## src/asq_pkg.sv

```systemverilog
// shared constants and bus carrier types of the conversion-mode sequencer
package asq_pkg;

   // register byte addresses on the bus
   localparam logic [7:0] ADR_MODE = 8'h00;   // mode_select_reg
   localparam logic [7:0] ADR_CHEN = 8'h04;   // channel_enable_reg
   localparam logic [7:0] ADR_START = 8'h08;  // start_address_reg
   localparam logic [7:0] ADR_STATUS = 8'h0c; // status_reg
   localparam logic [7:0] ADR_RESULT = 8'h10; // result of channel at pointer

   // mode_select_reg fields
   localparam int MODE_LO = 0;
   localparam int MODE_HI = 1;
   localparam int BIT_IRQ_EN = 2;             // irq_enable
   localparam int BIT_EXT_CLK = 3;            // external_clock_select
   localparam logic [7:0] MODE_RESET = 8'h00;

   // operating modes
   localparam logic [1:0] MODE_IDLE = 2'h0;
   localparam logic [1:0] MODE_SINGLE = 2'h1;
   localparam logic [1:0] MODE_SCAN = 2'h2;
   localparam logic [1:0] MODE_CONT = 2'h3;

   // start_address_reg fields
   localparam int BIT_CONV_EN = 7;            // convert_enable
   localparam int BIT_PTR_LOAD = 4;           // pointer_load_enable
   localparam int CH_HI = 3;                  // channel_addr_bits
   localparam int CH_LO = 1;

   // status_reg fields
   localparam int ST_IRQ = 7;
   localparam int ST_ALL_DONE = 6;
   localparam int ST_ACTIVE = 5;

   // result register fields
   localparam int RES_VALID = 15;
   localparam int RES_W = 10;

   // reset values and timing
   localparam logic [7:0] CHEN_RESET = 8'h00;
   localparam logic [7:0] START_RESET = 8'h00;
   localparam int CONV_TICKS = 14;            // converter clock ticks per channel
   localparam int OSC_DIV = 4;                // mclk cycles per internal tick

   // wishbone request from the master
   typedef struct packed {
      logic cyc;
      logic stb;
      logic we;
      logic [7:0] adr;
      logic [3:0] sel;
      logic [31:0] dat;
   } asq_wb_req_t;

   // wishbone answer to the master
   typedef struct packed {
      logic ack;
      logic [31:0] dat;
   } asq_wb_rsp_t;

endpackage

```

## src/asq_result_mem.sv

```systemverilog
// per-channel result storage with registered read data
`timescale 1ns/10ps
module asq_result_mem #(
   parameter int WIDTH = 10,
   parameter int DEPTH = 8,
   parameter int AW = 3
) (
   // clock
   input wire logic mclk,
   // write side
   input wire logic wrEn,
   input wire logic [AW-1:0] wrAddr,
   input wire logic [WIDTH-1:0] wrData,
   // read side
   input wire logic [AW-1:0] rdAddr,
   output logic [WIDTH-1:0] rdData
);

   logic [WIDTH-1:0] mem [DEPTH];   // no reset: contents undefined until converted

   // write port
   always_ff @(posedge mclk) begin
      if (wrEn) begin
         mem[wrAddr] <= wrData;
      end
   end

   // registered read, one cycle behind the address
   always_ff @(posedge mclk) begin
      rdData <= mem[rdAddr];
   end

endmodule

```

## src/asq_sequencer.sv

```systemverilog
// conversion-mode sequencer with wishbone register slave
//
// The implementer's own choices: register access over Wishbone and the placing of the registers.
`timescale 1ns/10ps
module asq_sequencer
   import asq_pkg::*;
#(
   parameter int CONV_TICKS_P = CONV_TICKS,
   parameter int OSC_DIV_P = OSC_DIV
) (
   // clock and reset
   input wire logic mclk,
   input wire logic resetn,
   // register bus
   input wire asq_pkg::asq_wb_req_t wbReq,
   output asq_pkg::asq_wb_rsp_t wbRsp,
   // analog side
   input wire logic extClk,
   input wire logic [asq_pkg::RES_W-1:0] adcResult,
   output logic [2:0] convChannel,
   output logic convClkEn,
   output logic oscRun,
   output logic oscShutdown,
   // open-drain interrupt pin
   output logic irqOut,
   output logic irqOe
);
   import asq_pkg::*;

   typedef enum {S_IDLE, S_CONV, S_GAP} asq_state_t;

   asq_state_t state_q;               // conversion engine state
   logic [7:0] modeSel_q;             // mode_select_reg
   logic [7:0] chanEn_q;              // channel_enable_reg
   logic [7:0] startReg_q;            // start_address_reg as written
   logic [2:0] ptr_q;                 // channel_pointer
   logic [7:0] valid_q;               // result_valid per channel
   logic irqFlag_q;                   // status interrupt flag
   logic allDone_q;                   // all_done
   logic convEn_q;                    // convert_enable held for scans
   logic [4:0] tickCnt_q;             // ticks into current conversion
   logic [3:0] divCnt_q;              // internal oscillator divider
   logic pend_q;                      // request seen, answer next cycle
   logic ack_q;
   logic [31:0] rdat_q;
   logic [2:0] extSync_q;             // [0],[1] synchroniser, [2] edge history
   logic [RES_W-1:0] memRd;

   // field views
   logic [1:0] mode;
   logic irqEn;
   logic extSel;
   assign mode = modeSel_q[MODE_HI:MODE_LO];
   assign irqEn = modeSel_q[BIT_IRQ_EN];
   assign extSel = modeSel_q[BIT_EXT_CLK];

   // bus access decode, acted on at the edge that raises ack
   logic acc, wr, rd;
   logic modeWr, chenWr, startWr, statRd, resRd;
   logic [7:0] wdat;
   assign acc = pend_q & ~ack_q;
   assign wr = acc & wbReq.we & wbReq.sel[0];
   assign rd = acc & ~wbReq.we;
   assign wdat = wbReq.dat[7:0];
   assign modeWr = wr & (wbReq.adr == ADR_MODE);
   assign chenWr = wr & (wbReq.adr == ADR_CHEN);
   assign startWr = wr & (wbReq.adr == ADR_START);
   assign statRd = rd & (wbReq.adr == ADR_STATUS);
   assign resRd = rd & (wbReq.adr == ADR_RESULT);

   // first enabled channel above 'from', wrapping; 'from' itself last
   function automatic logic [2:0] nextEn(input logic [2:0] from, input logic [7:0] en);
      logic [2:0] idx;
      logic found;
      nextEn = from;
      found = 1'b0;
      for (int i = 1; i <= 8; i++) begin
         idx = from + 3'(i);
         if (!found && en[idx]) begin
            nextEn = idx;
            found = 1'b1;
         end
      end
   endfunction

   // engine events
   logic abort, startConv, tick, convDone, allValidAfter, scanEnd;
   logic [7:0] ptrHot;
   assign abort = modeWr | chenWr | (startWr & (wdat[BIT_CONV_EN] | wdat[BIT_PTR_LOAD])) | resRd;
   // a conversion on command, or in single mode the next channel after a result read
   assign startConv = (startWr & wdat[BIT_CONV_EN] & (mode != MODE_IDLE))
      | (resRd & (mode == MODE_SINGLE));
   assign tick = extSel ? (extSync_q[1] & ~extSync_q[2]) : (divCnt_q == 4'(OSC_DIV_P - 1));
   assign convDone = (state_q == S_CONV) & tick & (tickCnt_q == 5'(CONV_TICKS_P - 1));
   assign ptrHot = 8'h01 << ptr_q;
   assign allValidAfter = ((valid_q | ptrHot) & chanEn_q) == chanEn_q;
   // single scan ends once all enabled results are valid, or on a stop
   assign scanEnd = allValidAfter | ~convEn_q;

   // external converter clock: two flops, then edge history
   always_ff @(posedge mclk or negedge resetn) begin
      if (!resetn) begin
         extSync_q <= 3'h0;
      end else begin
         extSync_q <= {extSync_q[1], extSync_q[0], extClk};
      end
   end

   // internal oscillator divider, counts only while it runs
   always_ff @(posedge mclk or negedge resetn) begin
      if (!resetn) begin
         divCnt_q <= 4'h0;
      end else if (state_q == S_IDLE || extSel || divCnt_q == 4'(OSC_DIV_P - 1)) begin
         divCnt_q <= 4'h0;
      end else begin
         divCnt_q <= divCnt_q + 4'h1;
      end
   end

   // wishbone handshake: ack two cycles after the request appears
   always_ff @(posedge mclk or negedge resetn) begin
      if (!resetn) begin
         pend_q <= 1'b0;
         ack_q <= 1'b0;
      end else begin
         pend_q <= wbReq.cyc & wbReq.stb & ~ack_q & ~pend_q;
         ack_q <= acc;
      end
   end

   // read data mux; unmapped addresses answer zero
   always_ff @(posedge mclk or negedge resetn) begin
      if (!resetn) begin
         rdat_q <= 32'h0;
      end else if (rd) begin
         case (wbReq.adr)
            ADR_MODE: rdat_q <= {24'h0, modeSel_q};
            ADR_CHEN: rdat_q <= {24'h0, chanEn_q};
            ADR_START: rdat_q <= {24'h0, startReg_q};
            ADR_STATUS: rdat_q <= {24'h0, irqFlag_q, allDone_q, state_q == S_CONV, 1'b0, ptr_q, 1'b0};
            ADR_RESULT: rdat_q <= {16'h0, valid_q[ptr_q], 5'h0, memRd};
            default: rdat_q <= 32'h0;
         endcase
      end
   end

   // configuration registers; mode zero clears everything
   always_ff @(posedge mclk or negedge resetn) begin
      if (!resetn) begin
         modeSel_q <= MODE_RESET;
         chanEn_q <= CHEN_RESET;
         startReg_q <= START_RESET;
      end else if (modeWr && wdat == MODE_RESET) begin
         modeSel_q <= MODE_RESET;
         chanEn_q <= CHEN_RESET;
         startReg_q <= START_RESET;
      end else begin
         if (modeWr) begin
            modeSel_q <= wdat;
         end
         if (chenWr) begin
            chanEn_q <= wdat;
         end
         if (startWr) begin
            startReg_q <= wdat;
         end
      end
   end

   // convert_enable: kept for scans, a zero write stops after this channel
   always_ff @(posedge mclk or negedge resetn) begin
      if (!resetn) begin
         convEn_q <= 1'b0;
      end else if (modeWr && wdat == MODE_RESET) begin
         convEn_q <= 1'b0;
      end else if (startWr) begin
         convEn_q <= wdat[BIT_CONV_EN];
      end
   end

   // conversion engine
   always_ff @(posedge mclk or negedge resetn) begin
      if (!resetn) begin
         state_q <= S_IDLE;
         tickCnt_q <= 5'h0;
      end else if (mode == MODE_IDLE || (modeWr && wdat == MODE_RESET)) begin
         state_q <= S_IDLE;
         tickCnt_q <= 5'h0;
      end else if (startConv) begin
         state_q <= S_CONV;
         tickCnt_q <= 5'h0;
      end else if (abort) begin
         state_q <= S_IDLE;
         tickCnt_q <= 5'h0;
      end else begin
         case (state_q)
            S_CONV: begin
               if (convDone) begin
                  tickCnt_q <= 5'h0;
                  // scans go through a gap so the active flag drops
                  if (mode == MODE_SINGLE) begin
                     state_q <= S_IDLE;
                  end else if (mode == MODE_SCAN && scanEnd) begin
                     state_q <= S_IDLE;
                  end else if (mode == MODE_CONT && !convEn_q) begin
                     state_q <= S_IDLE;
                  end else begin
                     state_q <= S_GAP;
                  end
               end else if (tick) begin
                  tickCnt_q <= tickCnt_q + 5'h1;
               end
            end
            S_GAP: begin
               state_q <= S_CONV;
            end
            default: begin
               state_q <= S_IDLE;
            end
         endcase
      end
   end

   // channel pointer
   always_ff @(posedge mclk or negedge resetn) begin
      if (!resetn) begin
         ptr_q <= 3'h0;
      end else if (modeWr && wdat == MODE_RESET) begin
         ptr_q <= 3'h0;
      end else if (startWr && wdat[BIT_PTR_LOAD]) begin
         ptr_q <= wdat[CH_HI:CH_LO];
      end else if (resRd) begin
         ptr_q <= nextEn(ptr_q, chanEn_q);
      end else if (convDone && mode != MODE_SINGLE) begin
         ptr_q <= nextEn(ptr_q, chanEn_q);
      end
      // a single conversion leaves the pointer where it was
   end

   // per-channel valid flags; completion wins over a clear
   always_ff @(posedge mclk or negedge resetn) begin
      if (!resetn) begin
         valid_q <= 8'h0;
      end else begin
         if (modeWr || chenWr) begin
            valid_q <= 8'h0;             // start writes leave them
         end else if (resRd) begin
            valid_q <= valid_q & ~ptrHot;
         end
         if (convDone) begin
            valid_q[ptr_q] <= 1'b1;
         end
      end
   end

   // interrupt and all-done flags; a set beats a clear in the same cycle
   always_ff @(posedge mclk or negedge resetn) begin
      if (!resetn) begin
         irqFlag_q <= 1'b0;
         allDone_q <= 1'b0;
      end else begin
         if (statRd || resRd || modeWr || chenWr) begin
            irqFlag_q <= 1'b0;
         end
         if (resRd || modeWr || chenWr) begin
            allDone_q <= 1'b0;
         end
         if (convDone && (mode == MODE_SINGLE || (mode == MODE_SCAN && scanEnd))) begin
            irqFlag_q <= 1'b1;
         end
         if (convDone && allValidAfter && chanEn_q != 8'h0) begin
            allDone_q <= 1'b1;
         end
      end
   end

   // pin-facing outputs, all from flops
   always_ff @(posedge mclk or negedge resetn) begin
      if (!resetn) begin
         irqOe <= 1'b0;
         irqOut <= 1'b0;
         oscRun <= 1'b0;
         oscShutdown <= 1'b0;
         convClkEn <= 1'b0;
         convChannel <= 3'h0;
      end else begin
         // continuous scan never pulls the pin
         irqOe <= irqFlag_q & irqEn & (mode == MODE_SINGLE || mode == MODE_SCAN);
         irqOut <= 1'b0;                 // open drain only ever pulls low
         oscRun <= (state_q != S_IDLE) & ~extSel;
         oscShutdown <= (mode == MODE_IDLE) & extSel;
         convClkEn <= (state_q != S_IDLE);
         convChannel <= ptr_q;
      end
   end

   assign wbRsp.ack = ack_q;
   assign wbRsp.dat = rdat_q;

   // result storage, read at the pointer
   asq_result_mem #(
      .WIDTH(RES_W),
      .DEPTH(8),
      .AW(3)
   ) u_mem (
      .mclk(mclk),
      .wrEn(convDone),
      .wrAddr(ptr_q),
      .wrData(adcResult),
      .rdAddr(ptr_q),
      .rdData(memRd)
   );
endmodule

```

## config.mk

```make
export PLATFORM = sky130hd
export DESIGN_NAME = asq_sequencer
export DESIGN_NICKNAME = d
export VERILOG_FILES = /design/src/asq_pkg.sv /design/src/asq_result_mem.sv /design/src/asq_sequencer.sv
export SDC_FILE = /design/constraint.sdc
export NUM_CORES = 1
export LEC_CHECK = 0
export ABC_AREA = 1
export BUFFER_PORTS_ARGS = -buffer_cell sky130_fd_sc_hd__buf_4
export CORE_MARGIN = 3
export CORE_UTILIZATION = 30
export CTS_BUF_LIST = sky130_fd_sc_hd__clkbuf_4
export CTS_CLUSTER_DIAMETER = 60
export DETAILED_ROUTE_END_ITERATION = 10
export PLACE_DENSITY = 0.57
export SETUP_SLACK_MARGIN = 0.02
export SLEW_MARGIN = 20
export SYNTH_ARGS = -nofsm -noshare
export SYNTH_HDL_FRONTEND = slang
export SYNTH_SLANG_ARGS = --single-unit
```

## constraint.sdc

```tcl
create_clock -name mclk -period 4.9 [get_ports mclk]
set_clock_uncertainty 0.05 [all_clocks]
set_input_delay 0.98 -clock mclk [delete_from_list [all_inputs] [get_ports mclk]]
set_output_delay 0.98 -clock mclk [all_outputs]
set_load 0.03 [all_outputs]
```

Word-level counts from Yosys, hierarchy flattened
Memory sizes are Yosys's and may differ from the RTL's. A register that Yosys moved wholly into a read port is not among the register bits.
Index checks and enable logic that the tools add are counted.
{ "totals": {"ramBits": 80, "mem_count": 1, "output_inout_bits": 41, "reg_bits": 123} }
{ "memory_table": {"columns": ["memory", "words", "word_bits", "rd", "rd_ports_with_merged_regs", "write_ports", "line", "text"], "rows": [
  ["u_mem.mem", 8, 10, 1, 1, 1, "asq_result_mem.sv:19", "logic [WIDTH-1:0] mem [DEPTH];"]
]} }
{ "op_classes": {"mux": 135, "n_addsub": 9, "eq_ne": 17, "bitwise": 40, "n_lt_le_gt_ge": 9, "shift": 1, "n_reduce_logical": 66} }
{ "ops": {"columns": ["cell", "n"], "rows": [
  ["2-to-1 mux 32 bit", 4],
  ["2-to-1 mux 1 bit", 81],
  ["one-hot mux 16 bit (5 select lines)", 1],
  ["2-to-1 mux 8 bit", 9],
  ["equality test 32 x 2 -> 1 bit, second input constant", 2],
  ["one-hot mux 32 bit (2 select lines)", 1],
  ["2-to-1 mux 3 bit", 19],
  ["equality test 32 x 1 -> 1 bit, second input constant", 1],
  ["logical NOT 32 bit", 1],
  ["less-than comparator 3 x 4 -> 1 bit, second input constant", 8],
  ["nonzero test 32 bit", 1],
  ["2-to-1 mux 5 bit", 6],
  ["binary-select mux 1 bit (select 3 bit)", 9],
  ["AND 1 bit", 23],
  ["logical AND 1 bit", 23],
  ["AND 8 bit", 2],
  ["equality test 8 x 4 -> 1 bit, second input constant", 2],
  ["logical NOT 8 bit", 2],
  ["OR 8 bit", 2],
  ["logical NOT 1 bit", 15],
  ["adder 3 bit, second input constant", 4],
  ["nonzero test 2 bit", 6],
  ["logical OR 1 bit", 11],
  ["equality test 8 x 3 -> 1 bit, second input constant", 1],
  ["other kinds (27)", 43]
]} }

Logic depth before layout (Yosys ltp)
{ "depth": {"depth_word": 59, "mapped_depth": 21, "ltp_nobuf": 19} }

By module
From an unflattened synthesis, not the netlist that was laid out.
{ "hier_totals": {"hier_cells": 963, "hier_area_um2": 8435.6} }
{ "modules_own_cells": {"columns": ["module", "seq_area_each_um2", "area_each_um2", "instances", "cells_each"], "rows": [
  ["asq_sequencer", 1776.7, 4621.9, 1, 589],
  ["asq_result_mem", 2602.5, 3813.7, 1, 374]
]} }

Worst setup path before layout
No wires, ideal clock.
{ "synth_path": {"path_type": "reg-to-reg", "start": "register ptr_q[1]", "end": "register ptr_q[0]", "synth_period_minus_slack_ns": 2.683, "t_arrival_ns": 2.515, "stages_incl_launch_ff": 15, "slack_ns": 2.217, "setup_time_ns": 0.119, "cell_sequence": "dfrtp_1 -> inv_2 -> clkbuf_1 -> ha_1 -> inv_1 -> nand3_1 -> nand2_1 -> nand2_1 -> nand2_1 -> nand3_2 -> nor2_4 -> nand4_2 -> nand3_1 -> nand2_1 -> o21a_1"} }
{ "synth_via": {"elab_chain_len": 54, "word_cells_on_any_way": 135, "cone_classes": "7 x add/sub; 2 x eq/ne; 97 x mux; 29 x reduce/logical"} }
{ "synth_rtl": {"columns": ["item", "line", "text"], "rows": [
  ["from (decl)", "asq_sequencer.sv:36", "logic [2:0] ptr_q;"],
  ["from (signal assigned)", "asq_sequencer.sv:231", "ptr_q <= wdat[CH_HI:CH_LO];"],
  ["from (signal assigned)", "asq_sequencer.sv:233", "ptr_q <= nextEn(ptr_q, chanEn_q);"],
  ["from (signal assigned)", "asq_sequencer.sv:235", "ptr_q <= nextEn(ptr_q, chanEn_q);"],
  ["adder 3 x 1 -> 3 bit", "asq_sequencer.sv:78", "idx = from + 3'(i);"],
  ["binary-select mux 1 bit (select 3 bit)", "asq_sequencer.sv:79", "if (!found && en[idx]) begin"],
  ["2-to-1 mux 1 bit (implied by the code)", "asq_sequencer.sv:79", null],
  ["2-to-1 mux 1 bit", "asq_sequencer.sv:79", null],
  ["2-to-1 mux 1 bit", "asq_sequencer.sv:234", "end else if (convDone && mode != MODE_SINGLE) begin"],
  ["2-to-1 mux 1 bit", "asq_sequencer.sv:232", "end else if (resRd) begin"],
  ["2-to-1 mux 1 bit", "asq_sequencer.sv:230", "end else if (startWr && wdat[BIT_PTR_LOAD]) begin"],
  ["2-to-1 mux 1 bit", "asq_sequencer.sv:228", "end else if (modeWr && wdat == MODE_RESET) begin"],
  ["[... 38 more ...]", null, null],
  ["2-to-1 mux 1 bit", "asq_sequencer.sv:234", null],
  ["2-to-1 mux 1 bit", "asq_sequencer.sv:232", null],
  ["2-to-1 mux 1 bit", "asq_sequencer.sv:230", null],
  ["2-to-1 mux 1 bit", "asq_sequencer.sv:228", null],
  ["logical NOT 1 bit", "asq_sequencer.sv:79", null],
  ["logical AND 1 bit", "asq_sequencer.sv:79", null],
  ["!= test 4 bit (no line)", null, null],
  ["AND reduction 3 bit (no line)", null, null]
]} }
Several ways; a longest one is shown, not always the timed one. The select of a mux whose other input is x is not followed.
A chain may end at the register's enable or synchronous reset.

Final worst setup path
Ends and elaborated chain as after synthesis.

==> impl_metrics.json <==
{
  "drc": 0,
  "synth_compound_area_share_pct": 11.9,
  "drv_cap": 0,
  "crit_path_start": "ptr_q[1]$_DFFE_PN0P_",
  "rr_startpoint": "ptr_q[1]$_DFFE_PN0P_",
  "dr.pass1.iters": 7,
  "hold_buffers": 0,
  "arrival_ns": 3.36,
  "worstSetupPathType": "reg2reg",
  "setup_tns_ns": 0,
  "grt_pass1_wl_um": 30900,
  "multi_input_area_um2": 2910,
  "min_path_type": "reg2reg",
  "tightest_slew_ns": 1.09,
  "coreArea_um2": 25300,
  "antenna_left": 0,
  "period_share_pct": 60.0,
  "synth-simple-area-share_pct": 20.9,
  "end_kind": "flip-flop",
  "start_util_pct": 30.6,
  "fmax_ghz": 0.340,
  "synthXorXnorAreaFrac_pct": 0.452,
  "slew_headroom_pct": 27.4,
  "clk_pin_slew_ns": 0.14,
  "num_io_pins": 101,
  "rsz0062_at_grt": "false",
  "rr_endpoint": "ptr_q[0]$_DFFE_PN0P_",
  "synth.area.mux_share_pct": 0,
  "portBuffers": 51,
  "p_leak_nw": 3.67,
  "rows": 58,
  "ys_seq_elements": 161,
  "startpoint_type": "flip-flop",
  "cts_buffers": 17,
  "overflow": 0,
  "gp_congestion": 0.859,
  "drive_gt1_share_pct": 15.2,
  "grt_pass1_vias": 5719,
  "crit_end": "ptr_q[0]$_DFFE_PN0P_",
  "regToRegSetupSlack_ns": 1.96,
  "reg2reg_depth": 15,
  "cts.htree.levels": 4,
  "min_period_ns": 2.94,
  "avgSynthCellArea_um2": 9.43,
  "maxSlewViolCount": 0,
  "fin_ws_ns": 1.96,
  "p_per_area_nw_per_um2": 293,
  "synth_area_um2": 7760,
  "grt_usage_pct": 14.0,
  "crit_fanout": 30,
  "cts.sink_count": 161,
  "antenna_found_initial": 1,
  "yosys_warnings": 0,
  "wl_per_cell_um": 15.7,
  "ff_latch_area_um2": 4380,
  "grt_max_degree": 72,
  "place_hpwl_um": 12800,
  "cts_tree": "yes",
  "synth_top_family_by_area": "simple AND/OR/NAND/NOR gates",
  "ctsRootBufferMaster": "clkbuf_4",
  "clock_latency_ns": 0.57,
  "required_ns": 5.31,
  "die_w_um": 167,
  "areaGrowthSynthToFinish_pct": 12.3,
  "cts_resized": 0,
  "cts.path.max_buffers": 2,
  "syn_inst": 823,
  "dp_slack_ns": 1.57,
  "die_y_um": 167,
  "power.total_mw": 2.56,
  "synth_adder_area_share_pct": 3.23,
  "drtIter0Drc": 354,
  "post_cts_buffers": 0,
  "setup_viol": 0,
  "viasPerCell": 4.79,
  "nFillCells": 2608,
  "vdd_drop_max_uv": 166,
  "synth_cell_types": 45,
  "status": "complete, no violations",
  "ys_seq_area_share_pct": 56.5,
  "vias": 5835,
  "hold_viol": 0,
  "die-area_um2": 27800,
  "nets": 953,
  "drt-total-wl_um": 19200
}
==> area by class of cell <==
cell class,count,share of cell area (%)
flip-flops and latches,161,50.3
multi-input cells,567,33.5
repair buffers,58,5.00
well taps,330,4.74
inverters,68,2.93
clock inverters,13,1.91
clock buffers,19,1.64
diodes,1,0.0287
==> power breakdown <==
part	switching, mW	total [mW]	internal [mW]
registers	0.0163	1.46	1.44
clock network	0.534	0.872	0.338
logic	0.154	0.225	0.0718
total	0.704	2.56	1.85
==> cells by family (layout without fill, tap and decap cells) <==
logic type | after synthesis | count (layout)
flip-flops | 161 | 161
AO/OA/AOI/OAI | 160 | 160
AND/OR/NAND/NOR | 361 | 361
other | 1 | 23
buffers and inverters | 116 | 158
adder cells (fa/ha/maj) | 20 | 20
XOR/XNOR | 4 | 4
==> through the flow <==
| step | util, % | std cells | hold WS (ns) | area, µm² |
|---|---|---|---|---|
| 3_3_place_gp | 33.1 | 1184 | 0.293 | 8390 |
| 2_1_floorplan | - | 844 | 0.281 | 7840 |
| 5_1_grt | 34.4 | 1217 | 0.340 | 8710 |
| 3_5_place_dp | 33.1 | 1184 | 0.299 | 8390 |
| 6_report | 34.4 | 1217 | 0.321 | 8710 |
| 4_1_cts | 34.4 | 1216 | 0.325 | 8700 |
==> routing by layer <==
layer	wire length, µm	up-vias	track usage, %
li1	-	2863	-
met1	8840	2805	18.5
met2	9140	148	23.3
met3	997	19	3.35
met4	185	0	3.19
met5	0	-	0
==> registers in the layout (all words and copies together) (netlist names), 3 cells and up <==
| signal | count |
|---|---|
| chanEn_q | 8 |
| valid_q | 8 |
| extSync_q | 3 |
| u_mem.rdData | 10 |
| u_mem.mem | 80 |
| tickCnt_q | 5 |
| modeSel_q | 8 |
| rdat_q | 11 |
| ptr_q | 3 |
| startReg_q | 8 |
| convChannel | 3 |
| divCnt_q | 4 |
==> cell usage after synthesis, drive strengths merged <==
library cell  instances  area share [%]
a2bb2oi               6            0.68
nor3                  5            0.47
a21oi                16             1.0
a31oi                11            0.89
o22ai                20             1.6
o2bb2ai               1            0.11
nand2               160             8.2
inv                  67             3.2
nand3                55             4.1
edfxtp               80              31
clkinv                1           0.048
o21a                  1           0.097
o211ai                2            0.19
buf                  32             3.0
o21ai                90             5.8
dfxtp                10             2.6
xor2                  2            0.23
nand3b                4            0.39
o31ai                 2            0.19
nor4                  2            0.16
a22o                  2            0.23
clkbuf               16            0.77
nor2                121             6.4
or2                   1           0.081
o32ai                 2            0.23
and3                  2            0.16
conb                  1           0.048
dfrtp                71              23
ha                   20             3.2
xnor2                 2            0.23
nand4                11            0.97
a221oi                7            0.79
==> cells in the final DEF (no fill, tap or decap), types with 3 or more instances in the layout <==
master     netlist  routed
inv_2            9       9
a31oi_1         11      11
o21ai_0         86      86
nor2_2           7       9
a21oi_1         16      16
nor3_1           4       4
nand2_1        147     147
nor2_1         112     110
nand2_2         12      12
nand4_1         10      10
conb_1           1      22
dfrtp_1         71      70
inv_8            0       3
buf_4           25      58
edfxtp_1        80      80
o21ai_1          4       4
inv_1           58      58
dfxtp_1         10      10
nand3_2          8       8
inv_6            0       5
a2bb2oi_1        6       6
nand3_1         47      47
nand3b_1         4       4
clkbuf_4         0      19
o22ai_1         20      20
a221oi_1         7       7
ha_1            20      20
==> critical path, stage by stage, from the launching register on <==
cell and delay (ns):
dfrtp_1 0.42, inv_2 0.45, ha_1 0.45, inv_1 0.22, nand3_1 0.15, nand2_1 0.11, nand2_1 0.06, nand2_1 0.18
nand4_1 0.17, nor2_2 0.13, nand2_1 0.06, nand2_1 0.07, nand2_2 0.07, nand2_1 0.07, nand2_1 0.05, o21a_1 0.11
==> worst min path at each step <==
| stage | startpoint | end | slack, ns | cells after the start |
|---|---|---|---|---|
| 2_1_floorplan | extSync_q[0]$_DFF_PN0_ | extSync_q[1]$_DFF_PN0_ | 0.28 | 0 |
| 3_3_place_gp | extSync_q[0]$_DFF_PN0_ | extSync_q[1]$_DFF_PN0_ | 0.29 | 0 |
| 3_5_place_dp | extSync_q[0]$_DFF_PN0_ | extSync_q[1]$_DFF_PN0_ | 0.30 | 0 |
| 4_1_cts | extSync_q[0]$_DFF_PN0_ | extSync_q[1]$_DFF_PN0_ | 0.33 | 0 |
| 5_1_grt | extSync_q[0]$_DFF_PN0_ | extSync_q[1]$_DFF_PN0_ | 0.34 | 0 |
| 6_report | extSync_q[0]$_DFF_PN0_ | extSync_q[1]$_DFF_PN0_ | 0.32 | 0 |
No activity file was read; power rests on OpenSTA's default activity.
